`src/rtl/ubvc_defines.svh`:
```
// Purpose: register offsets, field positions and reset values of the USB pull and boost control
// Assumes: 16-bit register port, word index addressing
// Notes: definitions only
`ifndef UBVC_DEFINES_SVH
`define UBVC_DEFINES_SVH

// ----------------------------------------------------------------
// register index on the plain port
// ----------------------------------------------------------------
`define UBVC_ADDR_W 3
`define UBVC_ADDR_OTGCON 3'h0
`define UBVC_ADDR_PWRC 3'h1
`define UBVC_ADDR_PWMRRS 3'h2
`define UBVC_ADDR_PWMCON 3'h3
`define UBVC_ADDR_STAT 3'h4

// ----------------------------------------------------------------
// field positions
// ----------------------------------------------------------------
`define UBVC_OTG_PULLUP 7
`define UBVC_OTG_DP_PD 5
`define UBVC_OTG_DM_PD 4
`define UBVC_OTG_VGEN_EN 3
`define UBVC_OTG_VSEL 1
`define UBVC_OTG_DISCH 0
`define UBVC_PWR_ON 0
`define UBVC_RATE_PER_LSB 0
`define UBVC_RATE_DUTY_LSB 8
`define UBVC_PWMCON_MOD_EN 15
`define UBVC_PWMCON_POL 9
`define UBVC_PWMCON_CNT_EN 8
`define UBVC_STAT_VBUS_OK 0
`define UBVC_STAT_OC_SEEN 1
`define UBVC_STAT_STATE_LSB 2

// ----------------------------------------------------------------
// reset values
// ----------------------------------------------------------------
`define UBVC_RST_BIT 1'b0
`define UBVC_RST_RATE 16'h0000
`define UBVC_RST_WORD 16'h0000
`define UBVC_RST_CNT 8'h00

`endif

```
`src/rtl/ubvc_pkg.sv`:
```
// Purpose: shared types of the USB pull and boost control
// Assumes: nothing beyond the defines header
// Notes: constants live in ubvc_defines.svh
package ubvc_pkg;

	// ----------------------------------------------------------------
	// boost generation state
	// ----------------------------------------------------------------
	typedef enum logic [1:0] {
		UBVC_GEN_OFF = 2'b00,
		UBVC_GEN_RUN = 2'b01,
		UBVC_GEN_LIMIT = 2'b10
	} ubvc_gen_state_t;

endpackage : ubvc_pkg

```
`src/rtl/ubvc_boost_pwm.sv`:
```
// Purpose: boost assist pwm counter and registered output
// Assumes: period and duty held stable by software while running
// Notes: output sits at the polarity level whenever no pulse is allowed
`include "ubvc_defines.svh"

module ubvc_boost_pwm (
	input wire logic clk_sys,
	input wire logic rst_n,
	input wire logic cnt_en,
	input wire logic pulse_allow,
	input wire logic polarity,
	input wire logic [7:0] period,
	input wire logic [7:0] duty,
	output logic period_start,
	output logic pwm_out_q
);

	logic [7:0] count_q;

	// ----------------------------------------------------------------
	// period counter
	// ----------------------------------------------------------------
	// counter held at zero while disabled, wraps after reaching the period
	always_ff @(posedge clk_sys or negedge rst_n) begin
		if (!rst_n) begin
			count_q <= `UBVC_RST_CNT;
		end else if (!cnt_en) begin
			count_q <= `UBVC_RST_CNT;
		end else if (count_q >= period) begin
			count_q <= `UBVC_RST_CNT;
		end else begin
			count_q <= count_q + 8'h01;
		end
	end

	assign period_start = cnt_en && (count_q == 8'h00);

	// ----------------------------------------------------------------
	// output stage
	// ----------------------------------------------------------------
	// xor keeps the idle level equal to the polarity bit, so the switch stays off
	always_ff @(posedge clk_sys or negedge rst_n) begin
		if (!rst_n) begin
			pwm_out_q <= `UBVC_RST_BIT;
		end else begin
			pwm_out_q <= polarity ^ (pulse_allow && cnt_en && (count_q < duty));
		end
	end

	// ----------------------------------------------------------------
	// checks
	// ----------------------------------------------------------------
	a_counter_held: assert property (@(posedge clk_sys) disable iff (!rst_n)
		!cnt_en |=> count_q == 8'h00)
		else $error("pwm counter moved while disabled");

	a_counter_wrap: assert property (@(posedge clk_sys) disable iff (!rst_n)
		cnt_en && (count_q >= period) |=> count_q == 8'h00)
		else $error("pwm counter failed to wrap at period");

	a_duty_shape: assert property (@(posedge clk_sys) disable iff (!rst_n)
		pulse_allow && cnt_en && (count_q < duty) |=> pwm_out_q == !$past(polarity))
		else $error("pwm pulse missing or wrong sense");

endmodule : ubvc_boost_pwm

```
`src/rtl/ubvc_ctrl.sv`:
```
// Purpose: USB OTG pull resistor switching and VBUS boost assist control
// Assumes: register port and comparator inputs synchronous to clk_sys
// Notes: software sequences the enables; the block only gates on them
//
// What this block does
// - pull-up bit connects D+ 1.5k pull-up
// - two pull-down bits connect 15k pull-downs
// - polarity bit sets pwm output sense
// - target select picks regulated VBUS level
// - counter runs only when counter enabled
// - pwm active only when module enabled
// - generation starts only with enable bit
// - pwm drives supply, comparators limit
// - suspend never releases enabled pull-up
`include "ubvc_defines.svh"

module ubvc_ctrl (
	input wire logic clk_sys,
	input wire logic rst_n,
	input wire logic [`UBVC_ADDR_W-1:0] reg_addr,
	input wire logic [15:0] reg_wdata,
	input wire logic reg_wr,
	input wire logic reg_rd,
	output logic [15:0] reg_rdata_q,
	input wire logic usb_suspend,
	input wire logic vbus_above_target,
	input wire logic vbus_overcurrent,
	output logic dplus_pullup_en,
	output logic dplus_pulldown_en,
	output logic dminus_pulldown_en,
	output logic vbus_target_select,
	output logic vbus_discharge_en,
	output logic usb_power_en,
	output logic boost_pwm_out
);

	logic wr_otg;
	logic wr_pwr;
	logic wr_rate;
	logic wr_pwmcon;
	logic wr_stat;
	logic vgen_en_q;
	logic [15:0] rate_q;
	logic boost_pwm_module_en_q;
	logic boost_pwm_polarity_q;
	logic boost_counter_en_q;
	logic oc_seen_q;
	logic gen_active;
	logic pulse_allow;
	logic period_start;
	logic [15:0] rd_mux;
	ubvc_pkg::ubvc_gen_state_t gen_state_q;
	ubvc_pkg::ubvc_gen_state_t gen_state_d;

	// ----------------------------------------------------------------
	// register decode
	// ----------------------------------------------------------------
	assign wr_otg = reg_wr && (reg_addr == `UBVC_ADDR_OTGCON);
	assign wr_pwr = reg_wr && (reg_addr == `UBVC_ADDR_PWRC);
	assign wr_rate = reg_wr && (reg_addr == `UBVC_ADDR_PWMRRS);
	assign wr_pwmcon = reg_wr && (reg_addr == `UBVC_ADDR_PWMCON);
	assign wr_stat = reg_wr && (reg_addr == `UBVC_ADDR_STAT);

	// ----------------------------------------------------------------
	// otg control register: pulls, target level, generation enable
	// ----------------------------------------------------------------
	// suspend is deliberately not an input here, so it cannot drop the pull-up
	always_ff @(posedge clk_sys or negedge rst_n) begin
		if (!rst_n) begin
			dplus_pullup_en <= `UBVC_RST_BIT;
			dplus_pulldown_en <= `UBVC_RST_BIT;
			dminus_pulldown_en <= `UBVC_RST_BIT;
			vgen_en_q <= `UBVC_RST_BIT;
			vbus_target_select <= `UBVC_RST_BIT;
			vbus_discharge_en <= `UBVC_RST_BIT;
		end else if (wr_otg) begin
			dplus_pullup_en <= reg_wdata[`UBVC_OTG_PULLUP];
			dplus_pulldown_en <= reg_wdata[`UBVC_OTG_DP_PD];
			dminus_pulldown_en <= reg_wdata[`UBVC_OTG_DM_PD];
			vgen_en_q <= reg_wdata[`UBVC_OTG_VGEN_EN];
			vbus_target_select <= reg_wdata[`UBVC_OTG_VSEL];
			vbus_discharge_en <= reg_wdata[`UBVC_OTG_DISCH];
		end
	end

	// ----------------------------------------------------------------
	// power control register
	// ----------------------------------------------------------------
	// readable so software can confirm power before starting generation
	always_ff @(posedge clk_sys or negedge rst_n) begin
		if (!rst_n) begin
			usb_power_en <= `UBVC_RST_BIT;
		end else if (wr_pwr) begin
			usb_power_en <= reg_wdata[`UBVC_PWR_ON];
		end
	end

	// ----------------------------------------------------------------
	// pwm rate and control registers
	// ----------------------------------------------------------------
	always_ff @(posedge clk_sys or negedge rst_n) begin
		if (!rst_n) begin
			rate_q <= `UBVC_RST_RATE;
		end else if (wr_rate) begin
			rate_q <= reg_wdata;
		end
	end

	always_ff @(posedge clk_sys or negedge rst_n) begin
		if (!rst_n) begin
			boost_pwm_module_en_q <= `UBVC_RST_BIT;
			boost_pwm_polarity_q <= `UBVC_RST_BIT;
			boost_counter_en_q <= `UBVC_RST_BIT;
		end else if (wr_pwmcon) begin
			boost_pwm_module_en_q <= reg_wdata[`UBVC_PWMCON_MOD_EN];
			boost_pwm_polarity_q <= reg_wdata[`UBVC_PWMCON_POL];
			boost_counter_en_q <= reg_wdata[`UBVC_PWMCON_CNT_EN];
		end
	end

	// ----------------------------------------------------------------
	// overcurrent sticky flag, write one to clear
	// ----------------------------------------------------------------
	// a new trip in the clearing cycle wins so no event is lost
	always_ff @(posedge clk_sys or negedge rst_n) begin
		if (!rst_n) begin
			oc_seen_q <= `UBVC_RST_BIT;
		end else if (vbus_overcurrent) begin
			oc_seen_q <= 1'b1;
		end else if (wr_stat && reg_wdata[`UBVC_STAT_OC_SEEN]) begin
			oc_seen_q <= 1'b0;
		end
	end

	// ----------------------------------------------------------------
	// generation state machine
	// ----------------------------------------------------------------
	// limit holds pulses off until a fresh period with current back in range
	assign gen_active = vgen_en_q && boost_pwm_module_en_q;

	always_comb begin
		gen_state_d = gen_state_q;
		case (gen_state_q)
			ubvc_pkg::UBVC_GEN_OFF: begin
				if (gen_active) begin
					gen_state_d = ubvc_pkg::UBVC_GEN_RUN;
				end
			end
			ubvc_pkg::UBVC_GEN_RUN: begin
				if (!gen_active) begin
					gen_state_d = ubvc_pkg::UBVC_GEN_OFF;
				end else if (vbus_overcurrent) begin
					gen_state_d = ubvc_pkg::UBVC_GEN_LIMIT;
				end
			end
			ubvc_pkg::UBVC_GEN_LIMIT: begin
				if (!gen_active) begin
					gen_state_d = ubvc_pkg::UBVC_GEN_OFF;
				end else if (period_start && !vbus_overcurrent) begin
					gen_state_d = ubvc_pkg::UBVC_GEN_RUN;
				end
			end
			default: begin
				gen_state_d = ubvc_pkg::UBVC_GEN_OFF;
			end
		endcase
	end

	always_ff @(posedge clk_sys or negedge rst_n) begin
		if (!rst_n) begin
			gen_state_q <= ubvc_pkg::UBVC_GEN_OFF;
		end else begin
			gen_state_q <= gen_state_d;
		end
	end

	// pulses skipped while the voltage comparator says the target is reached
	assign pulse_allow = (gen_state_q == ubvc_pkg::UBVC_GEN_RUN) && !vbus_above_target;

	// ----------------------------------------------------------------
	// pwm engine
	// ----------------------------------------------------------------
	ubvc_boost_pwm u_pwm (
		.clk_sys(clk_sys),
		.rst_n(rst_n),
		.cnt_en(boost_counter_en_q),
		.pulse_allow(pulse_allow),
		.polarity(boost_pwm_polarity_q),
		.period(rate_q[`UBVC_RATE_PER_LSB +: 8]),
		.duty(rate_q[`UBVC_RATE_DUTY_LSB +: 8]),
		.period_start(period_start),
		.pwm_out_q(boost_pwm_out)
	);

	// ----------------------------------------------------------------
	// read path, data one cycle after the strobe
	// ----------------------------------------------------------------
	always_comb begin
		rd_mux = `UBVC_RST_WORD;
		case (reg_addr)
			`UBVC_ADDR_OTGCON: begin
				rd_mux[`UBVC_OTG_PULLUP] = dplus_pullup_en;
				rd_mux[`UBVC_OTG_DP_PD] = dplus_pulldown_en;
				rd_mux[`UBVC_OTG_DM_PD] = dminus_pulldown_en;
				rd_mux[`UBVC_OTG_VGEN_EN] = vgen_en_q;
				rd_mux[`UBVC_OTG_VSEL] = vbus_target_select;
				rd_mux[`UBVC_OTG_DISCH] = vbus_discharge_en;
			end
			`UBVC_ADDR_PWRC: begin
				rd_mux[`UBVC_PWR_ON] = usb_power_en;
			end
			`UBVC_ADDR_PWMRRS: begin
				rd_mux = rate_q;
			end
			`UBVC_ADDR_PWMCON: begin
				rd_mux[`UBVC_PWMCON_MOD_EN] = boost_pwm_module_en_q;
				rd_mux[`UBVC_PWMCON_POL] = boost_pwm_polarity_q;
				rd_mux[`UBVC_PWMCON_CNT_EN] = boost_counter_en_q;
			end
			`UBVC_ADDR_STAT: begin
				rd_mux[`UBVC_STAT_VBUS_OK] = vbus_above_target;
				rd_mux[`UBVC_STAT_OC_SEEN] = oc_seen_q;
				rd_mux[`UBVC_STAT_STATE_LSB +: 2] = gen_state_q;
			end
			default: begin
				rd_mux = `UBVC_RST_WORD;
			end
		endcase
	end

	// unmapped reads return zero; data held only for the cycle after the strobe
	always_ff @(posedge clk_sys or negedge rst_n) begin
		if (!rst_n) begin
			reg_rdata_q <= `UBVC_RST_WORD;
		end else if (reg_rd) begin
			reg_rdata_q <= rd_mux;
		end else begin
			reg_rdata_q <= `UBVC_RST_WORD;
		end
	end

	// ----------------------------------------------------------------
	// checks
	// ----------------------------------------------------------------
	a_pullup_write: assert property (@(posedge clk_sys) disable iff (!rst_n)
		wr_otg |=> dplus_pullup_en == $past(reg_wdata[`UBVC_OTG_PULLUP]))
		else $error("pull-up did not follow its control bit");

	a_pulldown_pair: assert property (@(posedge clk_sys) disable iff (!rst_n)
		wr_otg && reg_wdata[`UBVC_OTG_DP_PD] && reg_wdata[`UBVC_OTG_DM_PD]
		|=> dplus_pulldown_en && dminus_pulldown_en)
		else $error("pull-downs not both connected");

	a_suspend_keeps: assert property (@(posedge clk_sys) disable iff (!rst_n)
		dplus_pullup_en && usb_suspend && !wr_otg |=> dplus_pullup_en)
		else $error("pull-up dropped during suspend");

	a_target_write: assert property (@(posedge clk_sys) disable iff (!rst_n)
		wr_otg |=> vbus_target_select == $past(reg_wdata[`UBVC_OTG_VSEL]))
		else $error("target select did not follow write");

	a_gen_needs_en: assert property (@(posedge clk_sys) disable iff (!rst_n)
		gen_state_q != ubvc_pkg::UBVC_GEN_OFF |-> $past(gen_active))
		else $error("generation running without both enables");

	a_idle_level: assert property (@(posedge clk_sys) disable iff (!rst_n)
		gen_state_q == ubvc_pkg::UBVC_GEN_OFF |=> boost_pwm_out == $past(boost_pwm_polarity_q))
		else $error("pwm output left idle level while generation off");

	a_oc_limit: assert property (@(posedge clk_sys) disable iff (!rst_n)
		gen_state_q == ubvc_pkg::UBVC_GEN_RUN && gen_active && vbus_overcurrent
		|=> gen_state_q == ubvc_pkg::UBVC_GEN_LIMIT ##1 boost_pwm_out == $past(boost_pwm_polarity_q))
		else $error("overcurrent did not stop pulses");

	a_oc_sticky: assert property (@(posedge clk_sys) disable iff (!rst_n)
		vbus_overcurrent |=> oc_seen_q)
		else $error("overcurrent trip lost");

	a_read_power: assert property (@(posedge clk_sys) disable iff (!rst_n)
		reg_rd && reg_addr == `UBVC_ADDR_PWRC |=> reg_rdata_q[`UBVC_PWR_ON] == $past(usb_power_en))
		else $error("power bit read back wrong");

	c_gen_run: cover property (@(posedge clk_sys) disable iff (!rst_n)
		gen_state_q == ubvc_pkg::UBVC_GEN_OFF ##1 gen_state_q == ubvc_pkg::UBVC_GEN_RUN);

	c_limit_recover: cover property (@(posedge clk_sys) disable iff (!rst_n)
		gen_state_q == ubvc_pkg::UBVC_GEN_LIMIT ##1 gen_state_q == ubvc_pkg::UBVC_GEN_RUN);

	c_suspend_pullup: cover property (@(posedge clk_sys) disable iff (!rst_n)
		dplus_pullup_en && usb_suspend);

	c_pwm_toggle: cover property (@(posedge clk_sys) disable iff (!rst_n)
		$changed(boost_pwm_out) && gen_state_q == ubvc_pkg::UBVC_GEN_RUN);

endmodule : ubvc_ctrl

```
`config.mk`:
```
export PLATFORM = sky130hd
export DESIGN_NAME = ubvc_ctrl
export DESIGN_NICKNAME = d
export VERILOG_FILES = /design/src/rtl/ubvc_pkg.sv /design/src/rtl/ubvc_boost_pwm.sv /design/src/rtl/ubvc_ctrl.sv
export VERILOG_INCLUDE_DIRS = /design/src /design/src/rtl
export SDC_FILE = /design/constraint.sdc
export NUM_CORES = 1
export LEC_CHECK = 0
export ABC_AREA = 1
export BUFFER_PORTS_ARGS = -buffer_cell sky130_fd_sc_hd__buf_2
export CAP_MARGIN = 20
export CORE_ASPECT_RATIO = 2
export CORE_UTILIZATION = 43
export CTS_CLUSTER_SIZE = 24
export DETAILED_ROUTE_END_ITERATION = 10
export GPL_ROUTABILITY_DRIVEN = 0
export PLACE_DENSITY = 0.67
export SETUP_SLACK_MARGIN = 0.15
export SLEW_MARGIN = 20
export SYNTH_ARGS = -nofsm -noshare
export SYNTH_HDL_FRONTEND = slang
export SYNTH_HIERARCHICAL = 1
export SYNTH_SLANG_ARGS = --single-unit
```
`constraint.sdc`:
```
create_clock -name clk_sys -period 1.75 [get_ports clk_sys]
set_input_delay 0.175 -clock clk_sys [delete_from_list [all_inputs] [get_ports clk_sys]]
set_output_delay 0.175 -clock clk_sys [all_outputs]
set_load 0.005 [all_outputs]
```
==> Yosys cells after proc, flatten, opt, wreduce, memory -nomap -nowiden <==
Cells that the tools add are included.
{ "word_totals": {"inputBits": 26, "register_bits": 54} }
{ "classes": {"n_eq_ne": 9, "add_sub_neg": 1, "mux": 21, "bitwise": 1, "n_reduce_logical": 19, "n_lt_le_gt_ge": 2} }
{ "op_table": {"columns": ["cell", "count"], "rows": [
  ["16-bit two-way mux", 1],
  ["8-bit two-way mux", 2],
  ["1-bit logical AND", 12],
  ["2-bit two-way mux", 5],
  ["8-bit by 1-bit adder with 8-bit output, second input constant", 1],
  ["8-bit >= comparator", 1],
  ["8-bit logical NOT", 1],
  ["8-bit < comparator", 1],
  ["2-bit one-hot mux with 2 select lines", 2],
  ["3-bit by 2-bit equality test with 1-bit output, second input constant", 2],
  ["3-bit inequality test, second input constant", 2],
  ["1-bit one-hot mux with 2 select lines", 3],
  ["1-bit one-hot mux with 3 select lines", 2],
  ["2-bit one-hot mux with 3 select lines", 1],
  ["5-bit two-way mux", 1],
  ["1-bit one-hot mux with 4 select lines", 1],
  ["3-bit by 1-bit equality test with 1-bit output, second input constant", 1],
  ["3-bit equality test, second input constant", 1],
  ["3-bit logical NOT", 1],
  ["1-bit two-way mux", 3],
  ["3-bit AND reduction", 1],
  ["2-bit by 1-bit equality test with 1-bit output, second input constant", 1],
  ["2-bit equality test, second input constant", 1],
  ["1-bit logical NOT", 2],
  ["other kinds (4)", 4]
]} }

==> Logic depth before layout (Yosys ltp) <==
Gate-level depths: netlist of the first run.
{ "logic_depth": {"depth_word": 6, "mapped_depth": 10} }

==> By module <==
Netlist of the first run, hierarchy kept.
{ "modules_own_cells": {"columns": ["mod", "cells_each", "instances", "area_per_inst_um2", "seq_area_each_um2"], "rows": [
  ["ubvc_ctrl", 209, 1, 1936.9, 1126.1],
  ["ubvc_boost_pwm", 115, 1, 858.3, 225.2]
]} }

==> Worst setup path before layout of the first run <==
Ideal clock, no wire load.
{ "synth_timing": {"path_type": "flip-flop to flip-flop", "from": "reg u_pwm.count_q[6]", "to": "reg u_pwm.pwm_out_q", "setup_ns": 0.117, "stages_incl_launch_ff": 9, "path_buffers": 0, "t_required_ns": 1.633, "t_arrival_ns": 1.196, "slack_ns": 0.437, "path_cell_list": "dfrtp_1 > ha_1 > nand2_1 > inv_1 > and3_1 > nor2_1 > nand2_1 > nand2_1 > nand2_1"} }
{ "synth_via": {"elab_chain_len": 3} }
{ "synth_rtl": {"columns": ["item", "line", "source"], "rows": [
  ["start, declared", "ubvc_boost_pwm.sv:18", "logic [7:0] count_q;"],
  ["start signal, assigned", "ubvc_boost_pwm.sv:26", "count_q <= `UBVC_RST_CNT;"],
  ["start signal, assigned", "ubvc_boost_pwm.sv:28", "count_q <= `UBVC_RST_CNT;"],
  ["start signal, assigned", "ubvc_boost_pwm.sv:30", "count_q <= `UBVC_RST_CNT;"],
  ["8-bit < comparator", "ubvc_boost_pwm.sv:46", "pwm_out_q <= polarity ^ (pulse_allow && cnt_en && (count_q < duty));"],
  ["1-bit logical AND", "ubvc_boost_pwm.sv:46", null],
  ["1-bit XOR", "ubvc_boost_pwm.sv:46", null],
  ["end signal, assigned", "ubvc_boost_pwm.sv:44", "pwm_out_q <= `UBVC_RST_BIT;"],
  ["end signal, assigned", "ubvc_boost_pwm.sv:46", null],
  ["end, declared", "ubvc_boost_pwm.sv:15", "output logic pwm_out_q"]
]} }
Every way passes these cells.
A chain may end at the register's enable or synchronous reset.

==> Worst setup path in the final report of the first run <==
{ "layout_timing": {"from": "reg u_pwm.count_q[5]", "to": "reg gen_state_q[0]"} }
{ "layout_via": {"elab_chain_len": 5} }
{ "layout_rtl": {"columns": ["item", "line", "source"], "rows": [
  ["8-bit logical NOT", "ubvc_boost_pwm.sv:36", "assign period_start = cnt_en && (count_q == 8'h00);"],
  ["1-bit logical AND", "ubvc_boost_pwm.sv:36", null],
  ["via period_start", "ubvc_ctrl.sv:50", "logic period_start;"],
  ["1-bit logical AND", "ubvc_ctrl.sv:159", "end else if (period_start && !vbus_overcurrent) begin"],
  ["3-bit inequality test (no line)", null, null],
  ["3-bit AND reduction (no line)", null, null],
  ["end signal, assigned", "ubvc_ctrl.sv:171", "gen_state_q <= ubvc_pkg::UBVC_GEN_OFF;"],
  ["end signal, assigned", "ubvc_ctrl.sv:173", "gen_state_q <= gen_state_d;"],
  ["end, declared", "ubvc_ctrl.sv:52", "ubvc_pkg::ubvc_gen_state_t gen_state_q;"]
]} }
The timed path passes the listed nets, and every way through them passes these cells.

==> flow_metrics.py, run 1 <==
metrics = {
    "worst_setup_path": {
        "cp_top_family": "simple AND/OR/NAND/NOR gates",
        "critPathLaunchType": "flip-flop",
        "path_class": "reg -> reg",
        "crit_slowest_cell": "dfrtp_2",
        "slowest_delay_ns": 0.46,
        "path_cells": "nor4_1 > nand3_1 > nor2_1 > inv_1 > nor2_1 > o21ai_0 > o21ai_0",
        "r2r-start": "u_pwm/count_q[5]",
        "critPathLaunch": "u_pwm/count_q[5]",
        "arrival_ns": 1.71,
        "cp_max_fo": 5,
        "path_buf_inv": 1,
        "required_ns": 1.98,
        "end_kind": "flip-flop",
    },
    "global_routing": {
        "grt_pass1_vias": 2239,
        "antenna_found_initial": 0,
        "use_met3_pct": 3.13,
        "grt_pass1_wl_um": 10300,
        "busiest_layer": "met2",
        "use_met2_pct": 35.2,
        "grt_use_total_pct": 20.5,
        "grt_max_degree": 55,
        "overflow": 0,
        "use_met1_pct": 22.0,
    },
    "pwr": {
        "switching_share_pct": 33.1,
        "p_int_mw": 2.28,
        "switchingPower_mw": 1.12,
        "p_comb_share_pct": 23.4,
        "leakagePower_nw": 1.78,
        "power_density_nw_per_um2": 1040,
        "power_frac_seq_pct": 46.4,
        "peakVddDrop_mv": 0.581,
        "p_clk_share_pct": 30.2,
    },
    "synth": {
        "synth_xor_area_share_pct": 1.88,
        "ys_types": 30,
        "yosysWarnings": 6,
        "synthAdderAreaFrac_pct": 7.61,
        "syn-num-nets": 367,
        "synthSimpleGateAreaFrac_pct": 25.2,
        "netlist_instances": 324,
        "avgSynthCellArea_um2": 8.63,
        "synth_seq_cells": 54,
        "synth-compound-area-share_pct": 7.52,
        "ys_seq_area_share_pct": 48.3,
        "syn_area_um2": 2800,
        "synth_mux_area_share_pct": 0,
        "synth_top_family_by_area": "simple AND/OR/NAND/NOR gates",
    },
    "die": {
        "ios": 49,
        "start_util_pct": 44.3,
        "rows": 41,
        "core_um2": 6310,
        "die_w_um": 59.0,
        "die-area_um2": 6850,
        "die_h_um": 116,
    },
    "drt": {
        "wire_per_inst_um": 13.4,
        "drc": 0,
        "first_pass_iters": 4,
        "via_count": 2296,
        "wirelength_um": 6210,
        "via_per_inst": 4.96,
        "ant_nets": 0,
        "drt_iter0_markers": 76,
    },
    "sta": {
        "relSlewSlack_pct": 78.1,
        "tightest_slew_ns": 0.326,
        "timing.setup.tns_ns": 0,
        "fmax_mhz": 673,
        "finalCritPeriodShare_pct": 84.9,
        "hold_viol_final": 0,
        "rsz0062_at_grt": "no",
        "finalSetupViolations": 0,
        "timing.final.max_slew_violations": 0,
        "clock_skew_ns": 0.00607,
        "fin_crit_ns": 1.49,
    },
    "placement": {
        "dpl.hpwl_um": 4660,
        "dp.cells": 453,
        "placed_cell_area_um2": 3120,
        "io_buffer_count": 47,
    },
    "clocking": {
        "cts_htree_levels": 2,
        "cts-root-buf": "clkbuf_16",
        "cts_buffer_depth": 2,
        "cts_tree": "built",
        "path_clk_slew_ns": 0.08,
        "clock-sinks": 54,
        "clk_latency_ns": 0.30,
        "cts_buffers": 5,
    },
    "cells_and_area": {
        "final_util_pct": 52.1,
        "diodes": 0,
        "drive_gt1_share_pct": 23.3,
        "fin_area_um2": 3290,
        "fin_nets": 419,
        "synthToLayoutAreaGrowth_pct": 17.6,
        "final_cell_count_no_fill": 463,
    },
    "min_path": {
        "hold_path_startpoint": "reg_wdata[13]",
        "hold_class": "in -> reg",
    },
    "run_status": {
        "outcome": "completed",
    },
    "run": {
        "cap_violations": 0,
    },
}
[cell type report]
type	count	area [um^2]
Fill cell	602	3020
Tap cell	86	108
Sequential cell	54	1350
Inverter	54	208
Clock buffer	5	125
Timing Repair Buffer	52	288
Multi-Input combinational cell	209	1180
Clock inverter	3	25.0
[synth_stat cells, drive strengths merged]
master / count / share of area [%]
a21oi: 11 / 2.0
and3: 1 / 0.22
buf: 7 / 2.0
clkinv: 1 / 0.31
dfrtp: 54 / 48
ha: 17 / 7.6
inv: 53 / 7.1
nand2: 80 / 11
nand3: 28 / 5.4
nand4: 8 / 1.8
nor2: 29 / 5.0
nor3: 3 / 0.72
nor3b: 1 / 0.45
nor4: 1 / 0.22
o21a: 2 / 0.54
o21ai: 22 / 5.0
xnor2: 1 / 0.31
xor2: 5 / 1.6
[final timing paths]
path                                    end  slack (ns)  cells after the start
max                          gen_state_q[0]        0.26                      7
min                              rate_q[13]        0.10                      3
max reg2reg                  gen_state_q[0]        0.26                      7
min reg2reg                u_pwm/count_q[0]        0.47                      1
max in group asynchronous  u_pwm/count_q[5]        1.08                      3
min in group asynchronous        rate_q[13]        0.40                      3
[stage by stage]
stage | hold slack, ns | power, mW | worst slack, ns
global route | 0.117 | 3.62 | 0.157
global placement | 0.193 | 2.33 | 0.277
floorplan | -0.121 | 2.09 | 0.437
finish | 0.102 | 3.40 | 0.265
CTS | 0.101 | 3.40 | 0.236
detailed placement | 0.193 | 2.37 | 0.246
[placed cells by master (no fill, tap or decap), types with 3 or more instances in the layout]
cell type / Yosys / layout
o21ai_2: 8 / 8
xor2_1: 5 / 5
ha_1: 17 / 17
o21ai_1: 8 / 8
o21ai_0: 6 / 6
nor2_1: 24 / 24
inv_2: 6 / 6
a21oi_1: 11 / 11
nand2_1: 76 / 76
buf_2: 2 / 47
clkbuf_16: 0 / 5
buf_4: 3 / 3
nand3_1: 26 / 26
dfrtp_1: 54 / 53
nand4_1: 8 / 8
nor2_2: 3 / 3
inv_1: 47 / 47
[registers in the layout, summed over array words and instances, names as in the netlist]
register / flops
boost_counter_en_q: 1
boost_pwm_module_en_q: 1
boost_pwm_polarity_q: 1
dminus_pulldown_en: 1
dplus_pulldown_en: 1
dplus_pullup_en: 1
gen_state_q: 2
oc_seen_q: 1
rate_q: 16
reg_rdata_q: 16
u_pwm/count_q: 8
u_pwm/pwm_out_q: 1
usb_power_en: 1
vbus_discharge_en: 1
vbus_target_select: 1
vgen_en_q: 1
[repair_timing]
item | CTS | global route
setup endpoints to repair | 0 | 7
hold buffers | 1 | 0
gates resized for setup | 0 | 1
endpoints found under the hold margin | 54 | 0
buffers inserted | 0 | 1
[power by group through the flow]
stage | Sequential (mW) | Combinational [mW] | Clock, mW
after floorplan | 1.56 | 0.532 | 0
after global placement | 1.59 | 0.740 | 0
after detailed placement | 1.60 | 0.771 | 0
after CTS | 1.58 | 0.782 | 1.04
after global routing | 1.60 | 0.934 | 1.09
final | 1.58 | 0.796 | 1.03
[kinds of logic after synthesis]
group / count (synthesis)
buffers and inverters: 61
XOR/XNOR: 6
adder cells (fa/ha/maj): 17
AO/OA/AOI/OAI: 35
flip-flops: 54
AND/OR/NAND/NOR: 151
[layer usage]
layer | share of wire (%) | wire length [um]
met2 | 53 | 3290
met4 | 6.4 | 396
met1 | 38 | 2360
met3 | 2.6 | 161
met5 | 0 | 0
[worst register-to-register path, stage by stage, from the launching register on]
cell	delay, ns
dfrtp_2	0.46
nor4_1	0.26
nand3_1	0.12
nor2_1	0.17
inv_1	0.07
nor2_1	0.11
o21ai_0	0.08
o21ai_0	0.14
(Power assumes the default switching activity.)
==> run 2, diff against run 1 <==
Settings changed: ABC_AREA 1 to 0.
Clock period 1.75 ns to 1.5 ns, I/O delays scaled along.
==> run 2 against run 1 <==
  * The flow now finishes with violations (design-rule violations, negative setup slack)
  * Non-clock buffer count up 28
  * Setup slack worse by 0.36 ns
  * Combinational power up 46%
  * Hold slack got worse by 0.012 ns
  * First-iteration DRC count shrank 33%
  * Sequential power grew 15%
  * Critical path type unchanged
  * Wire length down 2.6%
  * Via count decreased by 15%
  * Clock power increased by 28%
  * Design area up 7.5%
  * Sequential cell count did not move
  * Largest power group unchanged
  * Largest cell class is now multi-input combinational cells
==> flow_metrics.py, run 2 <==
metrics = {
    "run_status": {
        "outcome": "finished with violations",
        "violations": "design-rule violations, negative setup slack",
    },
    "placement": {
        "io_buffer_count": 47,
        "dpl.hpwl_um": 4530,
        "dp.cells": 357,
        "placed_cell_area_um2": 3190,
        "dp_slack_ns": -0.170,
    },
    "drt": {
        "dr.max_layer_used": "met4",
        "drt_iter0_markers": 51,
        "via_per_inst": 5.31,
        "via_count": 1949,
        "ant_nets": 0,
        "wl_met1_um": 2120,
        "wirelength_um": 6040,
        "wl_met2_um": 3550,
        "first_pass_iters": 7,
        "route.met3.wl_um": 143,
        "drc": 4,
        "wire_per_inst_um": 16.5,
    },
    "worst_setup_path": {
        "path_cells": "ha_4 > and4_4 > and2_0 > a311o_1 > xnor2_1",
        "crit_slowest_cell": "dfrtp_1",
        "arrival_ns": 1.76,
        "cp_max_fo": 3,
        "required_ns": 1.67,
        "critPathLaunchType": "flip-flop",
        "path_class": "reg -> reg",
        "slowest_delay_ns": 0.47,
        "cp_top_family": "flip-flops",
        "end_kind": "flip-flop",
        "path_buf_inv": 0,
    },
    "clocking": {
        "clk_latency_ns": 0.29,
        "cts_buffer_depth": 2,
        "cts_tree": "built",
        "cts-root-buf": "clkbuf_16",
        "clock-sinks": 54,
        "path_clk_slew_ns": 0.06,
        "cts_buffers": 5,
        "cts_htree_levels": 2,
    },
    "die": {
        "start_util_pct": 44.3,
        "die_w_um": 57.6,
        "die-area_um2": 6530,
        "ios": 49,
        "rows": 40,
        "die_h_um": 113,
        "core_um2": 6010,
    },
    "sta": {
        "relSlewSlack_pct": 75.9,
        "fin_crit_ns": 1.59,
        "setup_slack_ns": -0.0906,
        "timing.final.max_slew_violations": 0,
        "clock_skew_ns": 0.00602,
        "fin_hold_ws_ns": 0.0895,
        "finalCritPeriodShare_pct": 106,
        "tightest_slew_ns": 0.359,
        "finalSetupViolations": 10,
        "fmax_mhz": 629,
        "rsz0062_at_grt": "yes",
        "hold_viol_final": 0,
    },
    "synth": {
        "synthFlopType": "dfrtp_1",
        "synth_async_sr_flop_share_pct": 100,
        "ys_top_cells_by_count": "dfrtp_1 (54), mux2_2 (25), inv_1 (19)",
        "synth_top_area_cell": "dfrtp_1",
        "synth_most_common_cell": "dfrtp_1",
        "synth_area_leaders": "dfrtp_1 (51%), mux2_2 (11%), ha_1 (8.0%), mux2i_1 (3.0%), inv_1 (2.7%)",
        "synth_edf_count": 0,
        "syn_area_um2": 2660,
        "syn-num-nets": 265,
        "synth_top_area_share_pct": 50.8,
        "yosysWarnings": 6,
        "synth_seq_cells": 54,
        "ys_types": 44,
        "avgSynthCellArea_um2": 12.0,
        "ys_seq_area_share_pct": 50.8,
        "netlist_instances": 222,
    },
    "cells_and_area": {
        "mostFrequentLayoutCells": "dfrtp_1 (52), buf_2 (47), buf_4 (30), mux2_2 (25), inv_1 (16)",
        "synthToLayoutAreaGrowth_pct": 32.7,
        "drive_gt1_share_pct": 46.4,
        "final_cell_count_no_fill": 367,
        "fin_nets": 347,
        "top_regs": "rate_q (16), reg_rdata_q (16), u_pwm/count_q (8)",
        "final_common_cell": "dfrtp_1",
        "fin_area_um2": 3530,
        "diodes": 0,
    },
    "min_path": {
        "hold_class": "in -> reg",
    },
    "global_routing": {
        "grt_pass1_wl_um": 9540,
        "antenna_found_initial": 0,
        "grt_pass1_vias": 2060,
        "grt_use_total_pct": 19.9,
        "grt_max_degree": 55,
        "overflow": 0,
    },
    "pwr": {
        "finalPower_mw": 4.29,
        "peakVddDrop_mv": 0.638,
        "leakagePower_nw": 1.75,
        "power_density_nw_per_um2": 1220,
    },
    "run": {
        "cap_violations": 0,
    },
}
==> run 2: cell types whose count changed after synthesis, moves of 9 or more <==
cell	previous run	this run
nand2_1	76	9
nor2_1	24	15
mux2_2	0	25
inv_1	47	19
nand3_1	26	2
==> run 2: repair_timing <==
item,CTS,global route
hold buffers,1,0
gates resized for setup,13,13
buffers inserted,0,2
endpoints found under the hold margin,54,0
pin swaps,8,11
endpoints found under the setup margin,11,11
==> run 2: layout make-up <==
type	count	area [um^2]
clock buffers	6	139
clock inverters	1	30.0
fillers	500	2470
inverters	19	71.3
multi-input cells	144	1360
flip-flops and latches	54	1350
well taps	63	78.8
repair buffers	80	502
==> run 2: per-layer routing <==
| layer | GRT usage [%] | vias to the layer above |
|---|---|---|
| met5 | 0 | - |
| met4 | 12.4 | 0 |
| met3 | 2.63 | 15 |
| met2 | 37.7 | 40 |
| met1 | 19.3 | 966 |
| li1 | - | 928 |
==> run 2: cells by family (layout without fill, tap and decap cells) <==
kind of cell / count (synthesis) / in the layout / synth area share [%]
flip-flops: 54 / 54 / 50.8
XOR/XNOR: 8 / 8 / 2.63
buffers and inverters: 24 / 106 / 4.65
AND/OR/NAND/NOR: 63 / 63 / 13.9
AO/OA/AOI/OAI: 22 / 22 / 6.06
adder cells (fa/ha/maj): 17 / 17 / 7.99
multiplexers: 34 / 34 / 14.0
==> run 2: path summary, 6_finish.rpt <==
check | slack [ns] | start | cells after the start | endpoint
setup / recovery | -0.09 | u_pwm/count_q[6] | 5 | u_pwm/pwm_out_q
hold / removal | 0.09 | reg_wdata[10] | 2 | rate_q[10]
setup reg to reg | -0.09 | u_pwm/count_q[6] | 5 | u_pwm/pwm_out_q
hold reg to reg | 0.48 | oc_seen_q | 1 | oc_seen_q
max in group asynchronous | 0.84 | rst_n | 3 | u_pwm/count_q[4]
min in group asynchronous | 0.37 | rst_n | 3 | reg_rdata_q[0]
==> run 2: stage by stage <==
stage	util (%)	TNS (ns)
2_1_floorplan	-	-0.0699
3_3_place_gp	53.0	-1.06
3_5_place_dp	53.0	-1.32
4_1_cts	57.4	-0.305
5_1_grt	58.8	-1.04
6_report	58.8	-0.403
==> run 2: power by group <==
group	internal (mW)	leakage [nW]	switching, mW
registers	1.66	0.687	0.153
logic	0.628	0.979	0.529
clock network	0.824	0.0829	0.494
total	3.12	1.75	1.18
==> run 3, diff against run 2 <==
Settings changed: BUFFER_PORTS_ARGS -buffer_cell sky130_fd_sc_hd__buf_2 to -buffer_cell sky130_fd_sc_hd__buf_4, CORE_MARGIN set to 2, REMOVE_ABC_BUFFERS set to 1.
==> run 3 against run 2 <==
  * First-iteration DRC count up 35%
  * Hold slack worse by 0.034 ns
  * Largest cell class is now flip-flops and latches
  * Global-route usage down 1.5 points
  * The flow finishes with violations (negative setup slack)
  * Design area up 0.11%
  * Critical path depth unchanged
==> flow_metrics.py, run 3 (synthesis results as in run 2) <==
metrics = {
    "sta": {
        "clock_skew_ns": 0.00297,
        "fin_crit_ns": 1.58,
        "fmax_mhz": 633,
        "finalSetupViolations": 4,
        "hold_viol_final": 0,
        "tightest_slew_ns": 0.667,
        "finalCritPeriodShare_pct": 105,
        "relSlewSlack_pct": 55.5,
        "timing.setup.tns_ns": -0.119,
        "rsz0062_at_grt": "yes",
        "setup_slack_ns": -0.0787,
        "timing.final.max_slew_violations": 0,
    },
    "min_path": {
        "hold_class": "in -> reg",
        "hold_path_startpoint": "vbus_overcurrent",
        "min_delay_worst_endpoint": "oc_seen_q",
        "whs_path_depth": 2,
    },
    "drt": {
        "via_per_inst": 5.22,
        "wire_per_inst_um": 15.1,
        "via_count": 1920,
        "first_pass_iters": 4,
        "drt_iter0_markers": 69,
        "wirelength_um": 5570,
        "ant_nets": 0,
        "drc": 0,
    },
    "cells_and_area": {
        "fillers": 510,
        "mostFrequentLayoutCells": "buf_4 (79), dfrtp_1 (53), mux2_2 (25), inv_1 (17), nor2_1 (15)",
        "fin_nets": 348,
        "diodes": 0,
        "synthToLayoutAreaGrowth_pct": 32.8,
        "top_regs": "rate_q (16), reg_rdata_q (16), u_pwm/count_q (8)",
        "drive_gt1_share_pct": 43.6,
        "final_common_cell": "buf_4",
        "final_util_pct": 58.9,
        "fin_area_um2": 3540,
    },
    "clocking": {
        "cts_buffer_depth": 2,
        "clk_latency_ns": 0.29,
        "clock-sinks": 54,
        "cts-root-buf": "clkbuf_16",
        "path_clk_slew_ns": 0.06,
        "cts_htree_levels": 2,
        "cts_buffers": 5,
        "cts_tree": "built",
    },
    "die": {
        "core_um2": 6010,
        "die_w_um": 59.6,
        "ios": 49,
        "rows": 40,
        "die_h_um": 115,
        "die-area_um2": 6880,
        "start_util_pct": 44.3,
    },
    "worst_setup_path": {
        "crit_slowest_cell": "dfrtp_1",
        "cp_max_fo": 3,
        "worst-r2r-cell-count": 5,
        "slowest_delay_ns": 0.41,
        "arrival_ns": 1.79,
        "required_ns": 1.71,
        "reg2reg_slack_ns": -0.08,
        "path_buf_inv": 0,
        "end_kind": "flip-flop",
        "path_cells": "ha_1 > o21ai_1 > o2111ai_1 > a311o_1 > xnor2_1",
        "critPathLaunchType": "flip-flop",
        "reg2reg_to": "u_pwm/pwm_out_q",
        "cp_top_family": "compound AO/OA/AOI/OAI gates",
        "path_class": "reg -> reg",
        "r2r-start": "u_pwm/count_q[6]",
    },
    "global_routing": {
        "busiest_layer": "met2",
        "grt_max_degree": 55,
        "antenna_found_initial": 0,
        "use_met3_pct": 4.84,
        "use_met1_pct": 17.7,
        "grt_use_total_pct": 18.4,
        "grt_pass1_vias": 1966,
        "grt_pass1_wl_um": 9170,
        "overflow": 0,
        "use_met2_pct": 34.6,
    },
    "run_status": {
        "violations": "negative setup slack",
        "outcome": "finished with violations",
    },
    "run": {
        "cap_violations": 0,
    },
    "pwr": {
        "power_density_nw_per_um2": 1150,
        "leakagePower_nw": 1.76,
        "peakVddDrop_mv": 1.12,
    },
    "placement": {
        "io_buffer_count": 47,
        "dpl.hpwl_um": 4270,
        "placed_cell_area_um2": 3260,
    },
}
-- run 3: cell count changes in the layout (fill, tap and decap cells not counted), moves of 2 or more --
cell / previous run / this run
ha_1: 9 / 13
ha_4: 7 / 3
clkbuf_1: 0 / 2
buf_2: 47 / 0
buf_4: 30 / 79
-- run 3: what timing repair did --
action	in CTS	in global routing
hold buffers	1	0
pin swaps	8	3
setup endpoints to repair	11	11
buffers inserted	2	4
resized for setup	16	4
endpoints found under the hold margin	54	0
-- run 3: per-stage QoR --
stage	setup WS (ns)	power, mW	std cells	hold slack, ns
floorplan	-0.855	2.34	217	-0.146
global placement	-0.108	2.85	354	0.236
detailed placement	-0.174	2.88	354	0.232
CTS	-0.0711	4.07	364	0.0478
global route	-0.150	4.30	368	0.0609
finish	-0.0787	4.06	368	0.0557
-- run 3: power by group --
| part | switching (mW) | internal (mW) |
|---|---|---|
| Clock | 0.467 | 0.611 |
| Sequential | 0.152 | 1.67 |
| Combinational | 0.495 | 0.666 |
-- run 3: layer usage --
metal  part of all wire [%]  up-vias  wire (um)
li1                       -      933          -
met2                     59       36       3320
met1                     34      942       1880
met3                    3.4        9        191
met5                      0        -          0
met4                    3.4        0        187
-- run 3: worst register-to-register path, delay by kind of cell (launching register included) --
family | cells | cell delay (ns)
compound gates | 3 | 0.61
xor+xnor | 1 | 0.17
fa+ha+maj | 1 | 0.31
flops | 1 | 0.41
-- run 3: cell type report --
cell class / instances / area, um^2 / area share (%)
Multi-Input combinational cell: 144 / 1290 / 36.4
Timing Repair Buffer: 81 / 614 / 17.4
Tap cell: 63 / 78.8 / 2.23
Sequential cell: 54 / 1350 / 38.3
Inverter: 19 / 71.3 / 2.02
Clock buffer: 7 / 133 / 3.75
-- run 3: worst max-delay path by stage --
stage	from	to	slack, ns	cells past startpoint
after CTS	rate_q[14]	u_pwm/pwm_out_q	-0.07	6
after detailed placement	u_pwm/count_q[1]	gen_state_q[0]	-0.17	7
after floorplan	reg_wr	rate_q[0]	-0.86	2
after global placement	u_pwm/count_q[6]	u_pwm/pwm_out_q	-0.11	5
after global routing	rate_q[13]	u_pwm/pwm_out_q	-0.15	6
final	u_pwm/count_q[6]	u_pwm/pwm_out_q	-0.08	5
